--- src/inc/ptu_regs.svh ---
// register offsets, field positions, reset values and divider taps of the clock/clear select
`ifndef PTU_REGS_SVH
`define PTU_REGS_SVH

`define PTU_OFF_CTRL0 4'h0
`define PTU_OFF_CTRL5 4'h5
`define PTU_OFF_SYNC 4'h6
`define PTU_OFF_PHASE 4'h7
`define PTU_OFF_BUFFER 4'h8
`define PTU_OFF_CLRFLAG 4'h9

`define PTU_CLR_HI 7
`define PTU_CLR_LO 5
`define PTU_EDGE_HI 4
`define PTU_EDGE_LO 3
`define PTU_PSC_HI 2
`define PTU_PSC_LO 0

`define PTU_BUF_A0 0
`define PTU_BUF_B0 1
`define PTU_BUF_A3 2
`define PTU_BUF_B3 3

`define PTU_CTRL_RST 8'h00
`define PTU_SYNC_RST 6'h00
`define PTU_PHASE_RST 6'h00
`define PTU_BUFFER_RST 4'h0
`define PTU_FLAG_RST 6'h00

`define PTU_PHASE_MASK 6'h36
`define PTU_WIDE_MASK 6'h09

`define PTU_PRE_WIDTH 12
`define PTU_TAPS 6

`endif

--- src/inc/ptu_pkg.sv ---
// types shared by the clock/clear select block
package ptu_pkg;

  typedef struct packed {
    logic [3:0] addr;
    logic [7:0] wdata;
    logic wr;
    logic rd;
  } ptu_bus_s;

  typedef struct packed {
    logic [5:0] reg_a;
    logic [5:0] reg_b;
    logic [5:0] reg_c;
    logic [5:0] reg_d;
  } ptu_match_s;

  typedef struct packed {
    logic rise;
    logic fall;
  } ptu_edge_s;

  typedef logic [2:0] ptu_code_t;

endpackage

--- src/logic/ptu_prescaler.sv ---
// free-running divider giving rise and fall pulses of the phi/4 .. phi/4096 taps
`timescale 1ns/1ns
`include "ptu_regs.svh"

module ptu_prescaler #(
  parameter int PRE_W = `PTU_PRE_WIDTH
) (
  input wire logic clk,
  input wire logic reset_n,
  output ptu_pkg::ptu_edge_s [`PTU_TAPS-1:0] tap_q
);

  initial begin
    if (PRE_W < 2 * `PTU_TAPS) begin
      $error("ptu_prescaler: PRE_W too small for the phi/4096 tap");
    end
  end

  logic [PRE_W-1:0] cnt_q;

  always_ff @(posedge clk or negedge reset_n) begin
    if (!reset_n) begin
      cnt_q <= '0;
    end else begin
      cnt_q <= cnt_q + 1'b1;
    end
  end

  // tap i divides by 4**(i+1); its square wave is cnt bit 2i+1
  for (genvar i = 0; i < `PTU_TAPS; i++) begin : g_tap
    localparam int K = 2 * (i + 1);
    wire [K-1:0] low = cnt_q[K-1:0];
    always_ff @(posedge clk or negedge reset_n) begin
      if (!reset_n) begin
        tap_q[i] <= '0;
      end else begin
        tap_q[i].rise <= (low == {1'b0, {(K-1){1'b1}}});
        tap_q[i].fall <= (&low);
      end
    end
  end

endmodule

--- src/logic/ptu_pin_edge.sv ---
// two-stage synchroniser and edge detector for one external clock pin
`timescale 1ns/1ns

module ptu_pin_edge (
  input wire logic clk,
  input wire logic reset_n,
  input wire logic pin,
  output ptu_pkg::ptu_edge_s edge_q
);

  logic meta_q;
  logic sync_q;
  logic last_q;

  // meta_q feeds sync_q only, so a metastable sample never reaches the edge logic
  always_ff @(posedge clk or negedge reset_n) begin
    if (!reset_n) begin
      meta_q <= 1'b0;
      sync_q <= 1'b0;
      last_q <= 1'b0;
    end else begin
      meta_q <= pin;
      sync_q <= meta_q;
      last_q <= sync_q;
    end
  end

  always_ff @(posedge clk or negedge reset_n) begin
    if (!reset_n) begin
      edge_q <= '0;
    end else begin
      edge_q.rise <= sync_q & ~last_q;
      edge_q.fall <= ~sync_q & last_q;
    end
  end

endmodule

--- src/logic/ptu_clock_clear.sv ---
// clock source and counter clear selection for the six channels of the pulse timer unit
// Function
// wide channels: 000/100 none, 001 A, 010 B
// wide channels: 101 clears on C, 110 on D
// x11 clears with another synchronous channel
// synchronous only when its synchro bit is 1
// buffered C or D never clears
// narrow channels: control bit 7 reads 0
// narrow channels: 00 none, 01 A, 10 B, 11 sync
// codes 000-011 count phi/1, /4, /16, /64
// channel 0: 100-111 count pins A-D
// channel 1: pins A, B, phi/256, channel 2 overflow
// channel 2: pins A, B, C, phi/1024
// channel 3: pin A, phi/1024, /256, /4096
// channel 4: pins A, C, phi/1024, channel 5 overflow
// channel 5: pins A, C, phi/256, pin D
// phase counting overrides prescaler on narrow channels
// edge 00 rising, 01 falling, 1x both
// software changes selection only while stopped
// pins synchronised, one pulse per edge
//
// Implementation choices: the strobed register port and the register addresses.
`timescale 1ns/1ns
`include "ptu_regs.svh"

module ptu_clock_clear #(
  parameter int PRE_W = `PTU_PRE_WIDTH
) (
  input wire logic clk,
  input wire logic reset_n,
  input ptu_pkg::ptu_bus_s bus,
  output logic [7:0] rdata_q,
  input wire logic [3:0] ext_clock_pin,
  input ptu_pkg::ptu_match_s match,
  input wire logic [5:0] phase_count,
  input wire logic channel_two_wrap,
  input wire logic channel_five_wrap,
  output logic [5:0] count_en_q,
  output logic [5:0] clear_q
);

  localparam int NCH = 6;

  initial begin
    if (PRE_W < 2 * `PTU_TAPS) begin
      $error("ptu_clock_clear: PRE_W too small");
    end
  end

  logic [7:0] counter_control_q [NCH];
  logic [5:0] synchro_register_q;
  logic [5:0] phase_mode_q;
  logic [3:0] buffer_mode_q;
  logic [5:0] clear_flag_q;

  ptu_pkg::ptu_edge_s [`PTU_TAPS-1:0] tap;
  ptu_pkg::ptu_edge_s [3:0] pin_edge;

  logic [5:0] own_clear;
  logic [5:0] sync_pick;
  logic [5:0] clear_d;
  logic [5:0] count_d;
  logic [5:0] wide_ch;

  assign wide_ch = `PTU_WIDE_MASK;

  // ---------------------------------------------------------------
  // helpers
  // ---------------------------------------------------------------

  function automatic logic edge_pick(input ptu_pkg::ptu_edge_s e, input logic [1:0] sel);
    logic r;
    r = 1'b0;
    if (sel[1]) begin
      r = e.rise | e.fall;
    end else if (sel[0]) begin
      r = e.fall;
    end else begin
      r = e.rise;
    end
    return r;
  endfunction

  function automatic logic is_ctrl(input logic [3:0] a);
    return (a >= `PTU_OFF_CTRL0) && (a <= `PTU_OFF_CTRL5);
  endfunction

  // ---------------------------------------------------------------
  // divider and pin edge detectors
  // ---------------------------------------------------------------

  ptu_prescaler #(
    .PRE_W(PRE_W)
  ) u_prescaler (
    .clk(clk),
    .reset_n(reset_n),
    .tap_q(tap)
  );

  for (genvar p = 0; p < 4; p++) begin : g_pin
    ptu_pin_edge u_pin (
      .clk(clk),
      .reset_n(reset_n),
      .pin(ext_clock_pin[p]),
      .edge_q(pin_edge[p])
    );
  end

  // ---------------------------------------------------------------
  // register writes
  // ---------------------------------------------------------------

  for (genvar c = 0; c < NCH; c++) begin : g_ctrl
    always_ff @(posedge clk or negedge reset_n) begin
      if (!reset_n) begin
        counter_control_q[c] <= `PTU_CTRL_RST;
      end else if (bus.wr && bus.addr == 4'(c)) begin
        counter_control_q[c] <= bus.wdata;
        if (!wide_ch[c]) begin
          counter_control_q[c][`PTU_CLR_HI] <= 1'b0;
        end
      end
    end
  end

  always_ff @(posedge clk or negedge reset_n) begin
    if (!reset_n) begin
      synchro_register_q <= `PTU_SYNC_RST;
    end else if (bus.wr && bus.addr == `PTU_OFF_SYNC) begin
      synchro_register_q <= bus.wdata[5:0];
    end
  end

  always_ff @(posedge clk or negedge reset_n) begin
    if (!reset_n) begin
      phase_mode_q <= `PTU_PHASE_RST;
    end else if (bus.wr && bus.addr == `PTU_OFF_PHASE) begin
      // channels 0 and 3 have no phase counting
      phase_mode_q <= bus.wdata[5:0] & `PTU_PHASE_MASK;
    end
  end

  always_ff @(posedge clk or negedge reset_n) begin
    if (!reset_n) begin
      buffer_mode_q <= `PTU_BUFFER_RST;
    end else if (bus.wr && bus.addr == `PTU_OFF_BUFFER) begin
      buffer_mode_q <= bus.wdata[3:0];
    end
  end

  // sticky record of clears; a clear in the cycle of a write-1 clear wins
  always_ff @(posedge clk or negedge reset_n) begin
    if (!reset_n) begin
      clear_flag_q <= `PTU_FLAG_RST;
    end else if (bus.wr && bus.addr == `PTU_OFF_CLRFLAG) begin
      clear_flag_q <= (clear_flag_q & ~bus.wdata[5:0]) | clear_q;
    end else begin
      clear_flag_q <= clear_flag_q | clear_q;
    end
  end

  // ---------------------------------------------------------------
  // register reads: data stand in the cycle after the strobe only
  // ---------------------------------------------------------------

  always_ff @(posedge clk or negedge reset_n) begin
    if (!reset_n) begin
      rdata_q <= 8'h00;
    end else if (!bus.rd) begin
      rdata_q <= 8'h00;
    end else if (is_ctrl(bus.addr)) begin
      rdata_q <= counter_control_q[bus.addr[2:0]];
    end else begin
      case (bus.addr)
        `PTU_OFF_SYNC: begin
          rdata_q <= {2'h0, synchro_register_q};
        end
        `PTU_OFF_PHASE: begin
          rdata_q <= {2'h0, phase_mode_q};
        end
        `PTU_OFF_BUFFER: begin
          rdata_q <= {4'h0, buffer_mode_q};
        end
        `PTU_OFF_CLRFLAG: begin
          rdata_q <= {2'h0, clear_flag_q};
        end
        default: begin
          rdata_q <= 8'h00;
        end
      endcase
    end
  end

  // ---------------------------------------------------------------
  // clear source selection
  // ---------------------------------------------------------------

  for (genvar c = 0; c < NCH; c++) begin : g_clr
    logic buf_c;
    logic buf_d;
    ptu_pkg::ptu_code_t code;
    assign code = counter_control_q[c][`PTU_CLR_HI:`PTU_CLR_LO];
    if (c == 0) begin : g_b0
      assign buf_c = buffer_mode_q[`PTU_BUF_A0];
      assign buf_d = buffer_mode_q[`PTU_BUF_B0];
    end else if (c == 3) begin : g_b3
      assign buf_c = buffer_mode_q[`PTU_BUF_A3];
      assign buf_d = buffer_mode_q[`PTU_BUF_B3];
    end else begin : g_bn
      assign buf_c = 1'b0;
      assign buf_d = 1'b0;
    end

    always_comb begin
      own_clear[c] = 1'b0;
      sync_pick[c] = 1'b0;
      case (code)
        3'h1: begin
          own_clear[c] = match.reg_a[c];
        end
        3'h2: begin
          own_clear[c] = match.reg_b[c];
        end
        3'h5: begin
          own_clear[c] = match.reg_c[c] & ~buf_c;
        end
        3'h6: begin
          own_clear[c] = match.reg_d[c] & ~buf_d;
        end
        3'h3: begin
          sync_pick[c] = 1'b1;
        end
        3'h7: begin
          sync_pick[c] = 1'b1;
        end
        default: begin
          own_clear[c] = 1'b0;
        end
      endcase
    end

    // only members of the synchro group follow, and only from other members
    wire [5:0] others = own_clear & synchro_register_q & ~(6'h01 << c);
    assign clear_d[c] = own_clear[c] |
                        (sync_pick[c] & synchro_register_q[c] & (|others));
  end

  always_ff @(posedge clk or negedge reset_n) begin
    if (!reset_n) begin
      clear_q <= 6'h00;
    end else begin
      clear_q <= clear_d;
    end
  end

  // ---------------------------------------------------------------
  // count clock selection
  // ---------------------------------------------------------------

  // tap index: 0 /4, 1 /16, 2 /64, 3 /256, 4 /1024, 5 /4096
  for (genvar c = 0; c < NCH; c++) begin : g_cnt
    ptu_pkg::ptu_code_t psc;
    logic [1:0] eg;
    assign psc = counter_control_q[c][`PTU_PSC_HI:`PTU_PSC_LO];
    assign eg = counter_control_q[c][`PTU_EDGE_HI:`PTU_EDGE_LO];

    always_comb begin
      count_d[c] = 1'b0;
      case (psc)
        3'h0: begin
          count_d[c] = 1'b1;
        end
        3'h1: begin
          count_d[c] = edge_pick(tap[0], eg);
        end
        3'h2: begin
          count_d[c] = edge_pick(tap[1], eg);
        end
        3'h3: begin
          count_d[c] = edge_pick(tap[2], eg);
        end
        3'h4: begin
          count_d[c] = edge_pick(pin_edge[0], eg);
        end
        3'h5: begin
          case (c)
            0, 1, 2: begin
              count_d[c] = edge_pick(pin_edge[1], eg);
            end
            3: begin
              count_d[c] = edge_pick(tap[4], eg);
            end
            default: begin
              count_d[c] = edge_pick(pin_edge[2], eg);
            end
          endcase
        end
        3'h6: begin
          case (c)
            0, 2: begin
              count_d[c] = edge_pick(pin_edge[2], eg);
            end
            4: begin
              count_d[c] = edge_pick(tap[4], eg);
            end
            default: begin
              count_d[c] = edge_pick(tap[3], eg);
            end
          endcase
        end
        default: begin
          // overflow sources ignore the edge setting
          case (c)
            0, 5: begin
              count_d[c] = edge_pick(pin_edge[3], eg);
            end
            1: begin
              count_d[c] = channel_two_wrap;
            end
            2: begin
              count_d[c] = edge_pick(tap[4], eg);
            end
            3: begin
              count_d[c] = edge_pick(tap[5], eg);
            end
            default: begin
              count_d[c] = channel_five_wrap;
            end
          endcase
        end
      endcase
      if (phase_mode_q[c]) begin
        count_d[c] = phase_count[c];
      end
    end
  end

  // selection is expected to change only while the counter is stopped
  always_ff @(posedge clk or negedge reset_n) begin
    if (!reset_n) begin
      count_en_q <= 6'h00;
    end else begin
      count_en_q <= count_d;
    end
  end

endmodule

--- config.mk ---
export PLATFORM = sky130hd
export DESIGN_NAME = ptu_clock_clear
export DESIGN_NICKNAME = d
export VERILOG_FILES = /design/src/inc/ptu_pkg.sv /design/src/logic/ptu_prescaler.sv /design/src/logic/ptu_pin_edge.sv /design/src/logic/ptu_clock_clear.sv
export VERILOG_INCLUDE_DIRS = /design/src /design/src/inc
export SDC_FILE = /design/constraint.sdc
export NUM_CORES = 1
export LEC_CHECK = 0
export BUFFER_PORTS_ARGS = -buffer_cell sky130_fd_sc_hd__buf_2
export CAP_MARGIN = 15
export CORE_ASPECT_RATIO = 1.5
export CORE_MARGIN = 2
export CORE_UTILIZATION = 45
export CTS_BUF_LIST = sky130_fd_sc_hd__clkbuf_4
export DETAILED_ROUTE_END_ITERATION = 16
export GPL_TIMING_DRIVEN = 0
export PLACE_DENSITY = 0.66
export SETUP_SLACK_MARGIN = 0.4
export SYNTH_ARGS = -nofsm -noshare
export SYNTH_HDL_FRONTEND = slang
export SYNTH_SLANG_ARGS = --single-unit
--- constraint.sdc ---
create_clock -name clk -period 1.7 [get_ports clk]
set_input_delay 0.17 -clock clk [delete_from_list [all_inputs] [get_ports clk]]
set_output_delay 0.17 -clock clk [all_outputs]
set_load 0.02 [all_outputs]
==> results.md, run 1 <==
- Die Footprint: 15300 sq um
- Complex-gate fraction of the synthesized area: 15.3%
- Syn Inst Count: 577
- Final ANT Viol Nets: 0
- Critical Path End Type: register
- Warnings, synthesis: 0
- Sequential Area: 3220 sq um
- CP required: 2.14 ns
- Filler cells: 1113
- Drc violations: 0
- Multiplexer share of the synthesized area: 14.5%
- Slew margin rel.: 49.6%
- Sequential cell area fraction in the yosys report: 49.8%
- Outcome: finished, violations left
- Worst Hold Depth: 3
- GPL Wtd Cong: 0.892
- CTS clk-pin slew, worst paths: 0.12 ns
- Post-synth EDFFs: 0
- Crit-path max FO: 4
- Overflow after GRT: 0
- # IOs: 72
- Mapped Nets: 649
- Cell taking the most area after synthesis: dfrtp_1
- FF-to-FF Start: counter_control_q[22]
- WL final: 18300 um
- R2r setup slk: -0.20 ns
- Pre-antenna DRT Iters: 4
- Fmax: 0.525 GHz
- Routed length per instance: 19.6 um
- Setup_tns: -0.853 ns
- Most used DFF post-synth: dfrtp_1
- Core footprint: 14000 sq um
- RSZ-0062 raised after global routing: true
- CTS tree: done
- Post-Synth XOR/XNOR Area: 1.36%
- Leak pwr: 3.79 nW
- Min-delay src: bus[5]
- Largest family of logic cells by synthesized area: compound AO/OA/AOI/OAI gates
- Vias per inst: 5.79
- Multi-input logic area: 3510 sq um
- Post-layout util: 62.6%
- CP startpoint kind: register
- Fin cells: 933
- Final #Nets: 800
- Critical Path AT: 2.35 ns
- Row cnt: 53
- Worst slew pin tran: 0.753 ns
- Post-synth ARST share: 100%
- CTS Root Cell: clkbuf_4
- Skew final: 0.0213 ns
- Synth area leaders: dfrtp_1 50%, mux2_2 12%, ha_1 3.9%
- Final Hold Vio Count: 0
- Initial antenna violation count: 0
- Proportion of layout cells with a drive suffix above 1: 48.3%
- Vias post-DR: 5405
- Worst R2R End: clear_q[5]
- Violated checks: setup timing
- Yosys top cell area share: 49.8%
- Area Growth Syn to Fin: 36.0%
- Max Slew Vio Count: 0
- Post-layout min period: 1.90 ns
- Initial Util: 46.0%
- Crit path launch: counter_control_q[22]
- Largest net degree at the start of global routing: 78
- Crit Path Class: reg2reg
- Die H: 150 um
- Post-route setup slack: -0.203 ns
- Diode count: 0
- First-pass GRT wire length: 28300 um
- Clk sink count: 128
- Tot GR Track Use: 24.8%
- Worst hold slack: 0.0399 ns
- Synth cell types: 59
- VDD IR max: 0.537 mV
- Final setup violation count: 6
- Pwr dens: 1160 nW/um^2
- Tcrit/Tclk final: 112%
- Syn Std Cell Area: 6440 sq um
- Clk buf depth: 2
- CTS buffer count: 17
- DPL Wire Length: 12300 um
- H-tree depth: 4
- Worst Hold Endpoint: clear_flag_q[3]
- FF+latch count, synth: 128
- # port buffers: 56
- Vias in the first global route: 5515
- Starting DRT DRC Count: 340
- HP Class: in2reg
- Latest clock arrival within the worst-skew pair: 0.55 ns
- R2R cell count: 7
- Placed cell count: 826
- Simple-gate share of the synthesized area: 11.8%
- Leading cell types by count after synthesis: 128 x dfrtp_1, 66 x mux2_2, 40 x nor2_1
- Number of max-cap violations: 0
- Syn avg cell area: 11.2 sq um
- Count leader, synth: dfrtp_1
- Synth Area in Adders: 3.89%
- Chip Width: 102 um
-- final cells by class --
cell class | count | area share [%]
Multi-Input combinational cell | 398 | 40.1
Sequential cell | 128 | 36.8
Timing Repair Buffer | 132 | 11.8
Buffer | 28 | 2.99
Clock inverter | 14 | 2.97
Tap cell | 192 | 2.74
Clock buffer | 18 | 1.54
Inverter | 23 | 0.986
-- power breakdown --
part / switching (mW) / internal, mW / total, mW
Sequential: 0.562 / 3.56 / 4.12
Combinational: 1.51 / 1.70 / 3.21
Clock: 1.19 / 1.63 / 2.82
-- worst max-delay path by stage --
stage	slack [ns]	cells past startpoint	endpoint
after floorplan	0.08	7	clear_q[5]
after global placement	-1.12	1	count_en_q[4]
after detailed placement	-0.24	7	clear_q[5]
after CTS	-0.16	7	clear_q[5]
after global routing	-0.26	7	clear_q[5]
final	-0.20	7	clear_q[5]
-- placed cells by master, fill, tap and decap left out, types with 7 or more instances in the layout --
| cell type | instances |
|---|---|
| clkbuf_8 | 7 |
| inv_1 | 17 |
| buf_6 | 27 |
| dlygate4sd3_1 | 17 |
| o21ai_0 | 16 |
| mux4_2 | 7 |
| dfrtp_2 | 15 |
| nand2_1 | 30 |
| nand3b_1 | 7 |
| buf_4 | 49 |
| clkbuf_4 | 20 |
| buf_2 | 51 |
| ha_1 | 12 |
| bufinv_16 | 7 |
| nor2b_1 | 14 |
| a22oi_2 | 15 |
| nor2_1 | 32 |
| mux2_2 | 64 |
| o22ai_1 | 8 |
| dfrtp_1 | 113 |
| a21oi_1 | 17 |
| a21oi_2 | 13 |
| nand3_1 | 11 |
-- logic make-up after synthesis --
logic type | Yosys count
AND/OR/NAND/NOR | 148
AO/OA/AOI/OAI | 144
flip-flops | 128
multiplexers | 76
buffers and inverters | 51
adder cells (fa/ha/maj) | 20
XOR/XNOR | 10
-- through the flow --
step           power, mW  worst slack [ns]  instance area (sq um)
3_3_place_gp        6.26             -1.12                   7130
3_5_place_dp        6.37            -0.239                   7160
5_1_grt             10.6            -0.261                   8760
4_1_cts             9.82            -0.157                   8380
6_report            10.2            -0.203                   8760
2_1_floorplan       5.59            0.0828                   6610
-- metal layers --
metal  vias up  wire length, um  track usage (%)
li1       2418                -                -
met1      2667             6600             25.8
met2       222             9540             43.8
met3        98              790             4.78
met4         0             1400             17.6
met5         -                0                0
-- sequential cells by signal, summed over array words and instances, names as in the netlist, 8 cells and up --
| signal | flops |
|---|---|
| rdata_q | 8 |
| u_prescaler.cnt_q | 12 |
| counter_control_q | 44 |
| u_prescaler.tap_q | 12 |
| g_pin.u_pin.edge_q | 8 |
-- what timing repair did --
item | CTS | global route
gates cloned | 1 | 0
resized for setup | 91 | 66
endpoints found under the setup margin | 30 | 39
hold buffers | 15 | 2
buffers inserted | 44 | 13
pin swaps | 54 | 25
hold endpoints to repair | 78 | 2
-- worst max-delay path, cell delays in order (launching register included) --
cell      delay (ns)
dfrtp_1         0.45
inv_2           0.08
ha_4            0.17
a221oi_4        0.25
a311oi_2        0.11
a22oi_2         0.34
nand3_1         0.14
a31o_2          0.27
(Power assumes the default switching activity.)
==> inputs of run 2 (changes only) <==
Settings changed: CORE_ASPECT_RATIO 1.5 to unset, CORE_UTILIZATION 45 to 47, GPL_ROUTABILITY_DRIVEN set to 0, PLACE_DENSITY 0.66 to 0.69.
==> run 2 against run 1 <==
Compared with the run above:
- fmax grew 3.8%
- clock power is 27% lower
- the flow still finishes with violations (setup timing)
- largest cell class unchanged
- wire length shrank 1.1%
==> results.md, run 2 (same netlist as run 1, synthesis figures left out) <==
- Outcome: finished, violations left
- Violated checks: setup timing
- Row cnt: 42
- Core footprint: 13300 sq um
- Clk sink count: 128
- Most frequent cells in the layout: 112 x dfrtp_1, 63 x mux2_2, 49 x buf_2, 42 x buf_4, 32 x buf_6
- Proportion of layout cells with a drive suffix above 1: 49.0%
- Top reg by flops: counter_control_q
- Finished Cell Area: 8590 sq um
- CTS buffer count: 17
- DP Area: 7140 sq um
- Crit-path max FO: 4
- R2R cell count: 7
- Post-route setup slack: -0.134 ns
- H-tree depth: 4
- Leak pwr: 3.70 nW
- Clk buf depth: 2
- Initial antenna violation count: 0
- Final ANT Viol Nets: 0
- Worst slew pin tran: 0.695 ns
- Min-delay src: bus[2]
- Tcrit/Tclk final: 108%
- Latest clock arrival within the worst-skew pair: 0.55 ns
- Top flop regs: counter_control_q x44, u_prescaler.cnt_q x12, u_prescaler.tap_q x12
- Final Hold Vio Count: 0
- Crit Path Class: reg2reg
- VDD IR max: 0.712 mV
- Slew margin rel.: 53.5%
- R2r setup slk: -0.13 ns
- Filler cells: 979
- Largest net degree at the start of global routing: 95
- Routed length per instance: 19.9 um
- CTS tree: done
- HP Class: in2reg
- First-pass GRT wire length: 27300 um
- Final setup violation count: 6
- Worst Hold Endpoint: clear_flag_q[0]
- Post-layout min period: 1.83 ns
- Max reg flops: 44
- Drc violations: 0
- Total Power: 9.35 mW
- CTS Root Cell: clkbuf_4
- Starting DRT DRC Count: 551
- DPL Wire Length: 11800 um
- Area Growth Syn to Fin: 33.4%
- Pwr dens: 1090 nW/um^2
- Vias per inst: 5.96
- Worst Hold Depth: 3
- Vias in the first global route: 5373
- Critical Path End Type: register
- Final #Nets: 793
- Tot GR Track Use: 24.6%
- CTS clk-pin slew, worst paths: 0.12 ns
- Fin cells: 909
- CP required: 2.15 ns
- Max Slew Vio Count: 0
- # IOs: 72
- Worst R2R End: clear_q[1]
- Chip Width: 121 um
- WL final: 18100 um
- Vias post-DR: 5420
- Initial Util: 48.4%
- Die Footprint: 14600 sq um
- Pre-antenna DRT Iters: 6
- RSZ-0062 raised after global routing: true
- FF-to-FF Start: counter_control_q[22]
- Setup_tns: -0.584 ns
- Fmax: 0.545 GHz
- Skew final: 0.0136 ns
- Placed cell count: 810
- Critical Path AT: 2.29 ns
- Die H: 121 um
- Number of max-cap violations: 0
- CP startpoint kind: register
- Diode count: 0
- Commonest non-fill, non-tap cell in the layout: dfrtp_1
- Post-layout util: 64.6%
- # port buffers: 56
- Overflow after GRT: 0
==> run 2: changes by cell type in the layout (fill, tap and decap cells not counted), moves of 4 or more <==
cell | before | now
clkinvlp_4 | 1 | 5
nor2_2 | 6 | 11
buf_4 | 49 | 42
nor2_4 | 4 | 0
buf_6 | 27 | 32
o22ai_2 | 0 | 5
o22ai_1 | 8 | 3
bufinv_16 | 7 | 2
==> run 2: report_power, final <==
part | switching [mW] | internal, mW | total [mW]
clock | 1.19 | 0.879 | 2.07
sequential | 0.619 | 3.56 | 4.18
combinational | 1.46 | 1.64 | 3.10
total | 3.27 | 6.08 | 9.35
==> run 2: per-layer routing <==
metal,vias to the layer above,GRT usage (%),wire [um],share of wire [%]
met1,2722,32.3,7520,41
met5,-,0,0,0
met2,250,39.6,8930,49
met3,40,6.44,1280,7.0
met4,0,8.43,402,2.2
li1,2408,-,-,-
==> run 2: repair_timing <==
action                                  in CTS  in global routing
endpoints found under the setup margin      35                 44
hold buffers                                16                  1
endpoints found under the hold margin      148                  1
gates resized for setup                     87                 84
pin swaps                                   49                 37
setup buffers                               37                 14
==> run 2: through the flow <==
step                hold slack, ns  setup WS, ns
floorplan                   -0.126        0.0828
global placement             0.277         -1.09
detailed placement          0.0805        -0.208
CTS                         0.0149        -0.101
global route                0.0419        -0.199
finish                      0.0441        -0.134
==> run 2: worst max path at each step <==
stage                          startpoint               endpoint  slack [ns]
floorplan           counter_control_q[21]             clear_q[5]        0.08
global placement                  reset_n  counter_control_q[23]       -1.09
detailed placement  counter_control_q[46]             clear_q[1]       -0.21
CTS                 counter_control_q[22]             clear_q[1]       -0.10
global route        counter_control_q[21]             clear_q[1]       -0.20
finish              counter_control_q[22]             clear_q[1]       -0.13
==> run 2: layout make-up <==
type | count | area [sq um] | area share (%)
plain buffers | 28 | 251 | 2.93
clock buffers | 18 | 135 | 1.57
clock inverters | 13 | 141 | 1.65
inverters | 23 | 86.3 | 1.01
multi-input cells | 398 | 3530 | 41.1
flip-flops and latches | 128 | 3220 | 37.5
well taps | 176 | 220 | 2.56
repair buffers | 125 | 1000 | 11.6
==> run 2: critical path, stage by stage (launching register included) <==
cell and delay, ns:
dfrtp_1 0.46, inv_2 0.06, ha_2 0.19, a221oi_2 0.26, a311oi_2 0.09, a22oi_2 0.32, nand3_1 0.12, a31o_2 0.25
